<file path="src/design/adc_readout_pkg.sv">
// Shared constants and types for the dual-channel converter readout block
package adc_readout_pkg;

   // ----------------------------------------------------------------------
   // Result format
   // ----------------------------------------------------------------------
   localparam int RESULT_BITS = 16;        // Bits per channel result
   localparam int FIFO_DEPTH = 16;         // Words buffered ahead of readout
   localparam int BIT_CNT_W = 5;           // Wide enough to hold RESULT_BITS
   localparam logic [BIT_CNT_W-1:0] BITS_PER_RESULT = 5'h10;
   localparam logic [BIT_CNT_W-1:0] BITS_NONE = 5'h00;
   localparam logic [BIT_CNT_W-1:0] BIT_STEP = 5'h01;

   // ----------------------------------------------------------------------
   // Strobe pulse counts that step the power states (serial clock static)
   // ----------------------------------------------------------------------
   localparam logic [2:0] PULSES_NONE = 3'h0;
   localparam logic [2:0] PULSE_STEP = 3'h1;
   localparam logic [2:0] PULSES_TO_NAP = 3'h2;
   localparam logic [2:0] PULSES_TO_SLEEP = 3'h4;
   localparam logic [2:0] PULSES_TO_WAKE = 3'h5;

   // ----------------------------------------------------------------------
   // Power states
   // ----------------------------------------------------------------------
   typedef enum logic [1:0] {
      PWR_OPER,
      PWR_NAP,
      PWR_SLEEP
   } power_state_t;

endpackage : adc_readout_pkg

</file>
<file path="src/design/sample_fifo.sv">
// Parameterised flip-flop FIFO with valid/ready on both sides
`timescale 1ns/1ps
module sample_fifo #(
   parameter int WIDTH = 32,
   parameter int DEPTH = 16
) (
   // Clock and reset
   input wire logic clk_sys,
   input wire logic rst_n,
   // Fill side
   input wire logic [WIDTH-1:0] in_data,
   input wire logic in_valid,
   output logic in_ready,
   // Drain side
   output logic [WIDTH-1:0] out_data,
   output logic out_valid,
   input wire logic out_ready
);
   localparam int AW = $clog2(DEPTH);

   // ----------------------------------------------------------------------
   // State
   // ----------------------------------------------------------------------
   typedef struct packed {
      logic [DEPTH-1:0][WIDTH-1:0] mem; // Storage words
      logic [AW:0] wr;                  // Write pointer with wrap bit
      logic [AW:0] rd;                  // Read pointer with wrap bit
   } fifo_state_t;

   fifo_state_t q, d;
   logic full;
   logic empty;

   // Wrap bits differ and index bits match only when every slot is used
   assign full = (q.wr[AW] != q.rd[AW]) && (q.wr[AW-1:0] == q.rd[AW-1:0]);
   assign empty = (q.wr == q.rd);
   assign in_ready = !full;
   assign out_valid = !empty;
   assign out_data = q.mem[q.rd[AW-1:0]];

   // Next state: write and read may happen in the same cycle
   always_comb begin
      d = q;
      if (in_valid && !full) begin
         d.mem[q.wr[AW-1:0]] = in_data;
         d.wr = q.wr + 1'b1;
      end
      if (out_ready && !empty) begin
         d.rd = q.rd + 1'b1;
      end
   end

   // State register
   always_ff @(posedge clk_sys or negedge rst_n) begin
      if (!rst_n) begin
         q <= '0;
      end else begin
         q <= d;
      end
   end

endmodule : sample_fifo

</file>
<file path="src/design/adc_serial_readout.sv">
// Conversion control, two-lane serial readout and nap/sleep logic
//
// How it works
// - Strobe rise samples, strobe fall starts conversion
// - Conversion timing is set by the strobe, independent of the serial clock
// - Serial clock falling edge shifts next bit, MSB first
// - Echoed clock follows data with matched timing
// - Negative echo leg tied high disables echo output in CMOS mode only
// - Two strobe pulses, clock static, enter nap
// - Nap holds until serial clock rise or pulses
// - Two more pulses while napping enter sleep
// - CMOS mode: serial clock rise leaves sleep
// - Fifth strobe pulse leaves sleep; clock keeps awake
// - Strobe pulses alone cycle operate, nap, sleep
// - Select input chooses CMOS or LVDS lanes
// - CMOS drives positive legs only, negatives low
// - LVDS drives and receives differential pairs
// - One conversion latency; first burst result flagged stale
`timescale 1ns/1ps
module adc_serial_readout
   import adc_readout_pkg::*;
#(
   parameter int WORD_BITS = RESULT_BITS,
   parameter int BUF_DEPTH = FIFO_DEPTH
) (
   // Clock and reset
   input wire logic clk_sys,
   input wire logic rst_n,
   // Pins from the host: conversion strobe and serial clock pair
   input wire logic convert_strobe,
   input wire logic serial_clk_p,
   input wire logic serial_clk_n,
   // Configuration pins
   input wire logic lvds_select,
   input wire logic echo_n_tied,
   // Results from the converter core
   input wire logic [WORD_BITS-1:0] sample_ch1,
   input wire logic [WORD_BITS-1:0] sample_ch2,
   input wire logic sample_valid,
   output logic sample_ready,
   // Serial data and echoed clock pairs
   output logic channel_one_serial_out_p,
   output logic channel_one_serial_out_n,
   output logic channel_two_serial_out_p,
   output logic channel_two_serial_out_n,
   output logic echoed_capture_clock_p,
   output logic echoed_capture_clock_n,
   // Status
   output logic nap_active,
   output logic sleep_active,
   output logic result_stale,
   output logic readout_busy
);

   // ----------------------------------------------------------------------
   // Helpers
   // ----------------------------------------------------------------------

   // Serial clock level: positive leg alone in CMOS, pair sign in LVDS
   // Equal legs read low, so an idle pair makes no edge
   function automatic logic link_level(input logic p, input logic n, input logic diff);
      return diff ? (p & ~n) : p;
   endfunction : link_level

   // Shift a result one place toward the MSB end
   // Zero enters at the LSB, so lanes idle low after a word
   function automatic logic [WORD_BITS-1:0] shift_up(input logic [WORD_BITS-1:0] w);
      return {w[WORD_BITS-2:0], 1'b0};
   endfunction : shift_up

   // ----------------------------------------------------------------------
   // State
   // ----------------------------------------------------------------------
   typedef struct packed {
      logic [1:0] strobe_s;              // Strobe synchroniser
      logic [1:0] sckp_s;                // Serial clock positive leg sync
      logic [1:0] sckn_s;                // Serial clock negative leg sync
      logic [1:0] sel_s;                 // Interface select sync
      logic [1:0] tie_s;                 // Echo tie sense sync
      logic strobe_prev;                 // Strobe level one cycle back
      logic sck_prev;                    // Serial clock level one cycle back
      power_state_t pstate;              // Power state
      logic [2:0] pulses;                // Strobe rises since last clock rise
      logic [BIT_CNT_W-1:0] bits_left;   // Falling edges still to shift
      logic [WORD_BITS-1:0] shift1;      // Channel one output shifter
      logic [WORD_BITS-1:0] shift2;      // Channel two output shifter
      logic [WORD_BITS-1:0] held1;       // Channel one result in conversion
      logic [WORD_BITS-1:0] held2;       // Channel two result in conversion
      logic stale;                       // Next loaded result is invalid
      logic out_stale;                   // Result now shifting is invalid
      logic echo;                        // Echoed clock level
   } readout_state_t;

   readout_state_t q, d;

   // Derived signals
   // Plain decodes of registered state; no pin is read here
   logic lvds;            // LVDS interface selected
   logic echo_off;        // Echo positive leg disabled
   logic sck_level;       // Decoded serial clock level
   logic sck_rise;        // Serial clock rising edge seen
   logic sck_fall;        // Serial clock falling edge seen
   logic strobe_rise;     // Strobe rising edge seen
   logic strobe_fall;     // Strobe falling edge seen
   logic conv_start;      // Conversion starts this cycle
   logic [2:0] pulse_next; // Strobe count after this rise
   logic fifo_valid;      // Buffered result available
   logic fifo_pop;        // Take buffered result
   logic [2*WORD_BITS-1:0] fifo_word; // Buffered pair, channel one high

   // ----------------------------------------------------------------------
   // Result buffer
   // ----------------------------------------------------------------------
   // Core results wait here; when full, sample_ready drops and stalls core
   // One pair is popped per conversion start, never otherwise
   // Sixteen pairs ride out a pause in the host clock
   sample_fifo #(
      .WIDTH(2 * WORD_BITS),
      .DEPTH(BUF_DEPTH)
   ) u_fifo (
      .clk_sys(clk_sys),
      .rst_n(rst_n),
      .in_data({sample_ch1, sample_ch2}),
      .in_valid(sample_valid),
      .in_ready(sample_ready),
      .out_data(fifo_word),
      .out_valid(fifo_valid),
      .out_ready(fifo_pop)
   );

   // ----------------------------------------------------------------------
   // Edge detection on synchronised pins
   // ----------------------------------------------------------------------
   // Only second-stage flops are read; first stages feed nothing else
   // A pin edge acts three cycles late, so each pin level
   // must stand at least four system clock cycles
   assign lvds = q.sel_s[1];
   assign echo_off = q.tie_s[1] & ~lvds;
   assign sck_level = link_level(q.sckp_s[1], q.sckn_s[1], lvds);
   assign sck_rise = sck_level & ~q.sck_prev;
   assign sck_fall = ~sck_level & q.sck_prev;
   assign strobe_rise = q.strobe_s[1] & ~q.strobe_prev;
   assign strobe_fall = ~q.strobe_s[1] & q.strobe_prev;
   assign pulse_next = q.pulses + PULSE_STEP;
   assign conv_start = strobe_fall && (q.pstate == PWR_OPER);
   assign fifo_pop = conv_start && fifo_valid;

   // ----------------------------------------------------------------------
   // Next-state logic
   // ----------------------------------------------------------------------
   always_comb begin
      d = q;
      // Two-flop synchronisers for every pin
      d.strobe_s = {q.strobe_s[0], convert_strobe};
      d.sckp_s = {q.sckp_s[0], serial_clk_p};
      d.sckn_s = {q.sckn_s[0], serial_clk_n};
      d.sel_s = {q.sel_s[0], lvds_select};
      d.tie_s = {q.tie_s[0], echo_n_tied};
      d.strobe_prev = q.strobe_s[1];
      d.sck_prev = sck_level;

      // Power state: a clock rise beats a strobe rise in the same cycle
      // Rises count only while the clock is quiet, so a
      // host that keeps clocking never drifts into nap
      if (sck_rise) begin
         if (q.pstate == PWR_SLEEP && lvds) begin
            // LVDS sleep ignores the clock; only the fifth pulse wakes
            d.pulses = q.pulses;
         end else begin
            d.pulses = PULSES_NONE;
            if (q.pstate != PWR_OPER) begin
               d.pstate = PWR_OPER;
               d.stale = 1'b1;
            end
         end
      end else if (strobe_rise) begin
         d.pulses = pulse_next;
         if (pulse_next == PULSES_TO_NAP) begin
            d.pstate = PWR_NAP;
         end else if (pulse_next == PULSES_TO_SLEEP) begin
            d.pstate = PWR_SLEEP;
         end else if (pulse_next == PULSES_TO_WAKE) begin
            // Count restarts so pulses alone go round again
            d.pstate = PWR_OPER;
            d.pulses = PULSES_NONE;
            d.stale = 1'b1;
         end
      end

      // Conversion start: previous result goes out, new one is held
      // Limitation: a fall mid-readout cuts the word short,
      // so the host must give all sixteen falls first
      if (conv_start) begin
         d.shift1 = q.held1;
         d.shift2 = q.held2;
         d.out_stale = q.stale;
         d.stale = 1'b0;
         d.bits_left = BITS_PER_RESULT;
         if (fifo_valid) begin
            d.held1 = fifo_word[2*WORD_BITS-1:WORD_BITS];
            d.held2 = fifo_word[WORD_BITS-1:0];
         end
      end else if (sck_fall && q.bits_left != BITS_NONE) begin
         // Both lanes step together on the same edge
         d.shift1 = shift_up(q.shift1);
         d.shift2 = shift_up(q.shift2);
         d.bits_left = q.bits_left - BIT_STEP;
      end

      // Echo follows the clock in the cycle the data moves
      // Idle echo rests low: no capture edge between words
      d.echo = (q.bits_left != BITS_NONE) ? sck_level : 1'b0;
   end

   // ----------------------------------------------------------------------
   // State register
   // ----------------------------------------------------------------------
   // Reset marks the first result stale, as a wake from nap or sleep does
   // Only constants load here, the stale preset included
   always_ff @(posedge clk_sys or negedge rst_n) begin
      if (!rst_n) begin
         q <= '0;
         q.stale <= 1'b1;
      end else begin
         q <= d;
      end
   end

   // ----------------------------------------------------------------------
   // Outputs
   // ----------------------------------------------------------------------
   // CMOS holds negative legs low, as the pad pull-downs would
   // Lanes and echo leave flops on one edge: skew matched
   assign channel_one_serial_out_p = q.shift1[WORD_BITS-1];
   assign channel_two_serial_out_p = q.shift2[WORD_BITS-1];
   assign channel_one_serial_out_n = lvds & ~q.shift1[WORD_BITS-1];
   assign channel_two_serial_out_n = lvds & ~q.shift2[WORD_BITS-1];
   assign echoed_capture_clock_p = q.echo & ~echo_off;
   assign echoed_capture_clock_n = lvds & ~q.echo;
   assign nap_active = (q.pstate == PWR_NAP);
   assign sleep_active = (q.pstate == PWR_SLEEP);
   assign result_stale = q.out_stale;
   assign readout_busy = (q.bits_left != BITS_NONE);
endmodule : adc_serial_readout

</file>
<file path="config.mk">
export PLATFORM = sky130hd
export DESIGN_NAME = adc_serial_readout
export DESIGN_NICKNAME = d
export VERILOG_FILES = /design/src/design/adc_readout_pkg.sv /design/src/design/sample_fifo.sv /design/src/design/adc_serial_readout.sv
export SDC_FILE = /design/constraint.sdc
export NUM_CORES = 1
export LEC_CHECK = 0
export ABC_AREA = 1
export BUFFER_PORTS_ARGS = -buffer_cell sky130_fd_sc_hd__buf_4
export CAP_MARGIN = 5
export CORE_ASPECT_RATIO = 2
export CORE_MARGIN = 3
export CORE_UTILIZATION = 60
export CTS_CLUSTER_DIAMETER = 100
export DETAILED_ROUTE_END_ITERATION = 10
export GPL_ROUTABILITY_DRIVEN = 0
export PLACE_DENSITY_LB_ADDON = 0.2
export SLEW_MARGIN = 30
export SYNTH_ARGS = -nofsm -noshare
export SYNTH_HDL_FRONTEND = slang
export SYNTH_HIERARCHICAL = 1
export SYNTH_SLANG_ARGS = --single-unit
</file>
<file path="constraint.sdc">
create_clock -name clk_sys -period 2 [get_ports clk_sys]
set_input_delay 0.1 -clock clk_sys [delete_from_list [all_inputs] [get_ports clk_sys]]
set_output_delay 0.1 -clock clk_sys [all_outputs]
set_load 0.03 [all_outputs]
</file>
Yosys cells after proc, flatten, opt, wreduce, memory -nomap -nowiden
Index checks and enable logic that the tools add are counted.
{"block": "word_totals", "regBits": 611, "output_inout_bits": 11, "input_bits": 40}
{"block": "op_classes", "magnitude_cmp": 3, "n_eq_ne": 14, "n_addsub": 4, "n_reduce_logical": 22, "mux": 27, "bitwise_logic": 21}
{"operator": "$bwmux W512", "count": 1}
{"operator": "$bmux W32 S4", "count": 1}
{"operator": "$demux W32 S4", "count": 1}
{"operator": "$mux W37", "count": 2}
{"operator": "$mux W32", "count": 2}
{"operator": "$mux W5", "count": 3}
{"operator": "$not A1 Y1", "count": 11}
{"operator": "$add A5 B1 Y5 const B", "count": 2}
{"operator": "$and A1 B1 Y1", "count": 10}
{"operator": "$lt A4 B5 Y1 const B", "count": 2}
{"operator": "$mux W2", "count": 5}
{"operator": "$mux W1", "count": 9}
{"operator": "$mux W3", "count": 3}
{"operator": "$ne A3 B3 Y1 const B", "count": 3}
{"operator": "$logic_and A1 B1 Y1", "count": 8}
{"operator": "$eq A3 B3 Y1 const B", "count": 2}
{"operator": "$reduce_and A6 Y1", "count": 1}
{"operator": "$reduce_bool A2 Y1", "count": 3}
{"operator": "$reduce_bool A3 Y1", "count": 2}
{"operator": "$eq A5 B5 Y1", "count": 1}
{"operator": "$reduce_bool A5 Y1", "count": 1}
{"operator": "$sub A5 B1 Y5 const B", "count": 1}
{"operator": "$eq A4 B4 Y1", "count": 1}
{"operator": "$ge A4 B1 Y1 const B", "count": 1}
{"operator": "other kinds (13)", "count": 15}

Depth between registers and ports, before layout
{"block": "depth", "word_depth": 8, "mapped_depth": 14}

Cells and area by module
Netlist, hierarchy kept.
{"module": "sample_fifo", "area_each_um2": 27040.9, "cells_per_inst": 3543, "n_inst": 1}
{"module": "adc_serial_readout", "area_each_um2": 3976.3, "cells_per_inst": 482, "n_inst": 1}

Worst setup path after synthesis
OpenSTA, ideal clock, no wires.
{"block": "synth_timing", "path_type": "flip-flop to flip-flop", "startpoint": "register u_fifo/q[0] in the netlist's numbering", "endpoint": "register u_fifo/q[2] in the netlist's numbering", "arrival_ns": 1.643, "n_path_buf": 3, "required_time_ns": 1.873, "slack_ns": 0.230, "stages_incl_launch_ff": 14, "path_cell_list": "dfrtp_1 > buf_4 > inv_4 > buf_6 > nand2_1 > nand2_2 > nor2_4 > nand3_1 > nand2_4 > inv_4 > buf_6 > nand2_1 > nand2_1 > o21ai_0"}
{"block": "synth_between", "elab_chain_cells": 4, "elab_cells_between_ends": 5, "cone_classes": "add/sub (1); eq/ne (1); reduce/logical (3)"}
{"item": "start: declaration", "line_no": "sample_fifo.sv:30", "text": "fifo_state_t q, d;"}
{"item": "start signal: assignment", "line_no": "sample_fifo.sv:56", "text": "q <= '0;"}
{"item": "start signal: assignment", "line_no": "sample_fifo.sv:58", "text": "q <= d;"}
{"item": "$eq A5 B5 Y1", "line_no": "sample_fifo.sv:36", "text": "assign empty = (q.wr == q.rd);"}
{"item": "$logic_not A1 Y1", "line_no": "sample_fifo.sv:38", "text": "assign out_valid = !empty;"}
{"item": "named net fifo_valid", "line_no": "adc_serial_readout.sv:107", "text": "logic fifo_valid;"}
{"item": "$logic_and A1 B1 Y1", "line_no": "adc_serial_readout.sv:146", "text": "assign fifo_pop = conv_start && fifo_valid;"}
{"item": "named net fifo_pop", "line_no": "adc_serial_readout.sv:108", "text": "logic fifo_pop;"}
{"item": "$logic_and A1 B1 Y1", "line_no": "sample_fifo.sv:48", "text": "if (out_ready && !empty) begin"}
The timed path passes the listed nets, and every way through them passes these cells.
A chain may end at the register's enable or synchronous reset.

==> results.yml <==
status:
  status: "finished with violations"
  violations: "setup timing"
yosys:
  syn-num-nets: 4075
  yosysUniqueCellTypes: 32
  synth_top_area_cell: "dfrtp_1"
  synth_flop_cell: "dfrtp_1"
  async_flop_share_pct: 100
  synth_edf_count: 0
  synth.most_common_cell: "nand2_1"
  yosys_register_bits: 611
  synthTopCellsByArea: "dfrtp_1 (49%), nand2_1 (18%), nand4_1 (10%), nor2_1 (5.4%), o21ai_0 (5.2%)"
  seq_area_frac_synth_pct: 49.3
  ys_warn_count: 6
  syn-instance-count: 4025
  synthTopCellsByCount: "nand2_1 (1480), dfrtp_1 (610), nand4_1 (514)"
  synth.avg_cell_area_um2: 7.71
  synth_area_mm2: 0.0310
  yosysTopAreaCellShare_pct: 49.2
placement:
  place_area_mm2: 0.0322
  dpl.cell_count: 4481
  dp_slack_ns: -0.0515
  hpwlAfterDp_um: 56500
  numPortBuffers: 50
clocking:
  cts_buffers: 54
  clkTransAtPathRegs_ns: 0.07
  clk_path_buf_depth: 3
  cts.htree.levels: 2
  cts_sinks: 611
  clock_latency_ns: 0.62
  cts_root_buf: "clkbuf_16"
  cts_tree: "done"
floorplan:
  initial_core_util_pct: 60.7
  die_y_um: 328
  dieArea_mm2: 0.0546
  pin_count: 51
  die_x_um: 167
  fp-row-count: 117
  core_mm2: 0.0511
critical_path:
  r2r_cells: 13
  r2r-end: "q[17]"
  crit_arrival_ns: 2.59
  critPathRequiredTime_ns: 2.49
  crit_chain: "buf_4 > buf_12 > clkbuf_16 > nor2_1 > nor2_1 > o21ai_0 > nand2_1 > nand2_1 > nand2_1 > inv_1 > nand2_1 > nand2_1 > nand2_1"
  worstPathMaxFanout: 14
  rrSetupSlack_ns: -0.09
  crit_top_cell: "nand2_1"
  end_kind: "register"
  crit_path_max_incr_delay_ns: 0.52
  cp_top_family: "simple AND/OR/NAND/NOR gates"
  worstSetupStartpointType: "register"
  r2r_start: "u_fifo/q[0]"
  path_buf_inv: 4
  critical_path.slowest_cell: "dfrtp_4"
  worstSetupPathType: "register to register"
finish:
  nets: 3999
  stdcell_count: 4641
  final_cell_area_mm2: 0.0351
  drive_gt1_share_pct: 9.91
  diodes: 0
  fillers: 4177
  area_growth_pct: 13.0
sta:
  final_max_slew_viol_count: 0
  rsz0062_at_grt: "yes"
  maxSlewHeadroom_pct: 59.3
  min_period_ns: 2.09
  setup_violations: 2
  hold_viol_final: 0
  final.setup_skew_ns: 0.0215
  max_clock_freq_ghz: 0.477
  fin_ws_ns: -0.0943
  timing.final.crit_share_pct: 105
  tightest_slew_ns: 0.610
hold_path:
  hold_depth: 2
  whs_endpoint: "d[88]"
  min_from: "convert_strobe"
  hp-class: "primary input to register"
power:
  p_clk_share_pct: 19.5
  p_seq_share_pct: 38.6
  intPower_w: 0.0313
  peakVddDrop_v: 0.000938
  swShare_pct: 41.2
  power_frac_comb_pct: 41.9
  leakage_nw: 17.9
  power_density_mw_per_mm2: 1520
  p_sw_w: 0.0219
global_routing:
  grt_pass1_vias: 28300
  grt_pass1_wl_um: 155000
  grt_max_degree: 103
  antenna_found_initial: 2
  overflow: 0
  grt.total_usage_pct: 35.5
drt:
  totalWireLength_um: 101000
  drc_errors: 0
  via_per_inst: 6.32
  num_vias: 29300
  antenna_left: 0
  drt_iter0_markers: 3786
  wl_per_cell_um: 21.7
  drtPass1Iterations: 6
run:
  maxCapViolations: 0
==> power groups by stage <==
stage	registers, W	logic [W]	clock network (W)
floorplan	0.0198	0.0141	0
detailed placement	0.0205	0.0204	0
CTS	0.0203	0.0210	0.0104
global route	0.0210	0.0246	0.0109
finish	0.0205	0.0223	0.0104
global placement	0.0203	0.0199	0
==> worst max-delay path by stage <==
stage	to	slack (ns)	cells past startpoint	from
3_5_place_dp	u_fifo/q[2]	-0.05	9	u_fifo/q[0]
6_report	q[17]	-0.09	13	u_fifo/q[0]
2_1_floorplan	u_fifo/q[2]	0.23	13	u_fifo/q[0]
4_1_cts	sample_ready	-0.05	7	u_fifo/q[0]
3_3_place_gp	u_fifo/q[2]	0.00009	9	u_fifo/q[0]
5_1_grt	q[17]	-0.14	13	u_fifo/q[0]
==> cells in the final DEF, fill, tap and decap left out, types with 49 or more instances in the layout <==
cell,Yosys,final
nand2_1,1480,1467
dfrtp_1,610,608
nand4_1,514,514
nor2_1,444,416
o21ai_0,320,300
buf_4,12,135
nand3_1,68,67
clkbuf_16,0,65
buf_12,0,62
inv_1,70,60
o211ai_1,49,49
==> sequential cells by signal, summed over array words and instances (netlist names) <==
name	count
channel_two_serial_out_p	1
d	6
result_stale	1
channel_one_serial_out_p	1
u_fifo/q	522
lvds	1
q	79
==> stage by stage <==
stage	setup TNS, ns	util, %	hold slack (ns)	power (W)
floorplan	0	-	-0.196	0.0339
global placement	0	63.1	0.00562	0.0403
detailed placement	-0.0515	63.1	0.0109	0.0409
CTS	-0.0497	67.8	0.130	0.0518
global route	-0.480	68.6	0.150	0.0565
finish	-0.118	68.6	0.146	0.0532
==> layer usage <==
| metal | global-route usage, % | routed length [um] | up-vias |
|---|---|---|---|
| met5 | 0 | 0 | - |
| met3 | 4.59 | 9220 | 348 |
| met1 | 44.8 | 36800 | 14100 |
| met2 | 60.1 | 49800 | 1702 |
| met4 | 18.1 | 5180 | 0 |
| li1 | - | - | 13100 |
==> cell type report <==
class | count | area, um2 | area share (%)
Timing Repair Buffer | 267 | 3390 | 9.66
Multi-Input combinational cell | 2939 | 13600 | 38.7
Sequential cell | 611 | 15300 | 43.6
Inverter | 76 | 298 | 0.850
Clock inverter | 12 | 90.1 | 0.257
Clock buffer | 82 | 1610 | 4.59
Tap cell | 654 | 818 | 2.33
==> logic make-up (layout without fill, tap and decap cells) <==
logic type | after synthesis | in the layout | share of synthesized area [%]
xor+xnor | 8 | 8 | 0.226
compound gates | 386 | 386 | 6.65
simple gates | 2535 | 2535 | 35.7
buf+inv | 475 | 437 | 7.73
flops | 611 | 611 | 49.3
fa+ha+maj | 10 | 10 | 0.403
==> timing repair <==
action                                  in CTS  in global routing
cloned                                       6                  8
endpoints found under the setup margin       2                316
pin swaps                                    4                  8
endpoints found under the hold margin     1131                  0
setup buffers                                4                  8
hold buffers                                41                  0
gates resized for setup                     11                 73
No activity file was read; power rests on OpenSTA's default activity.
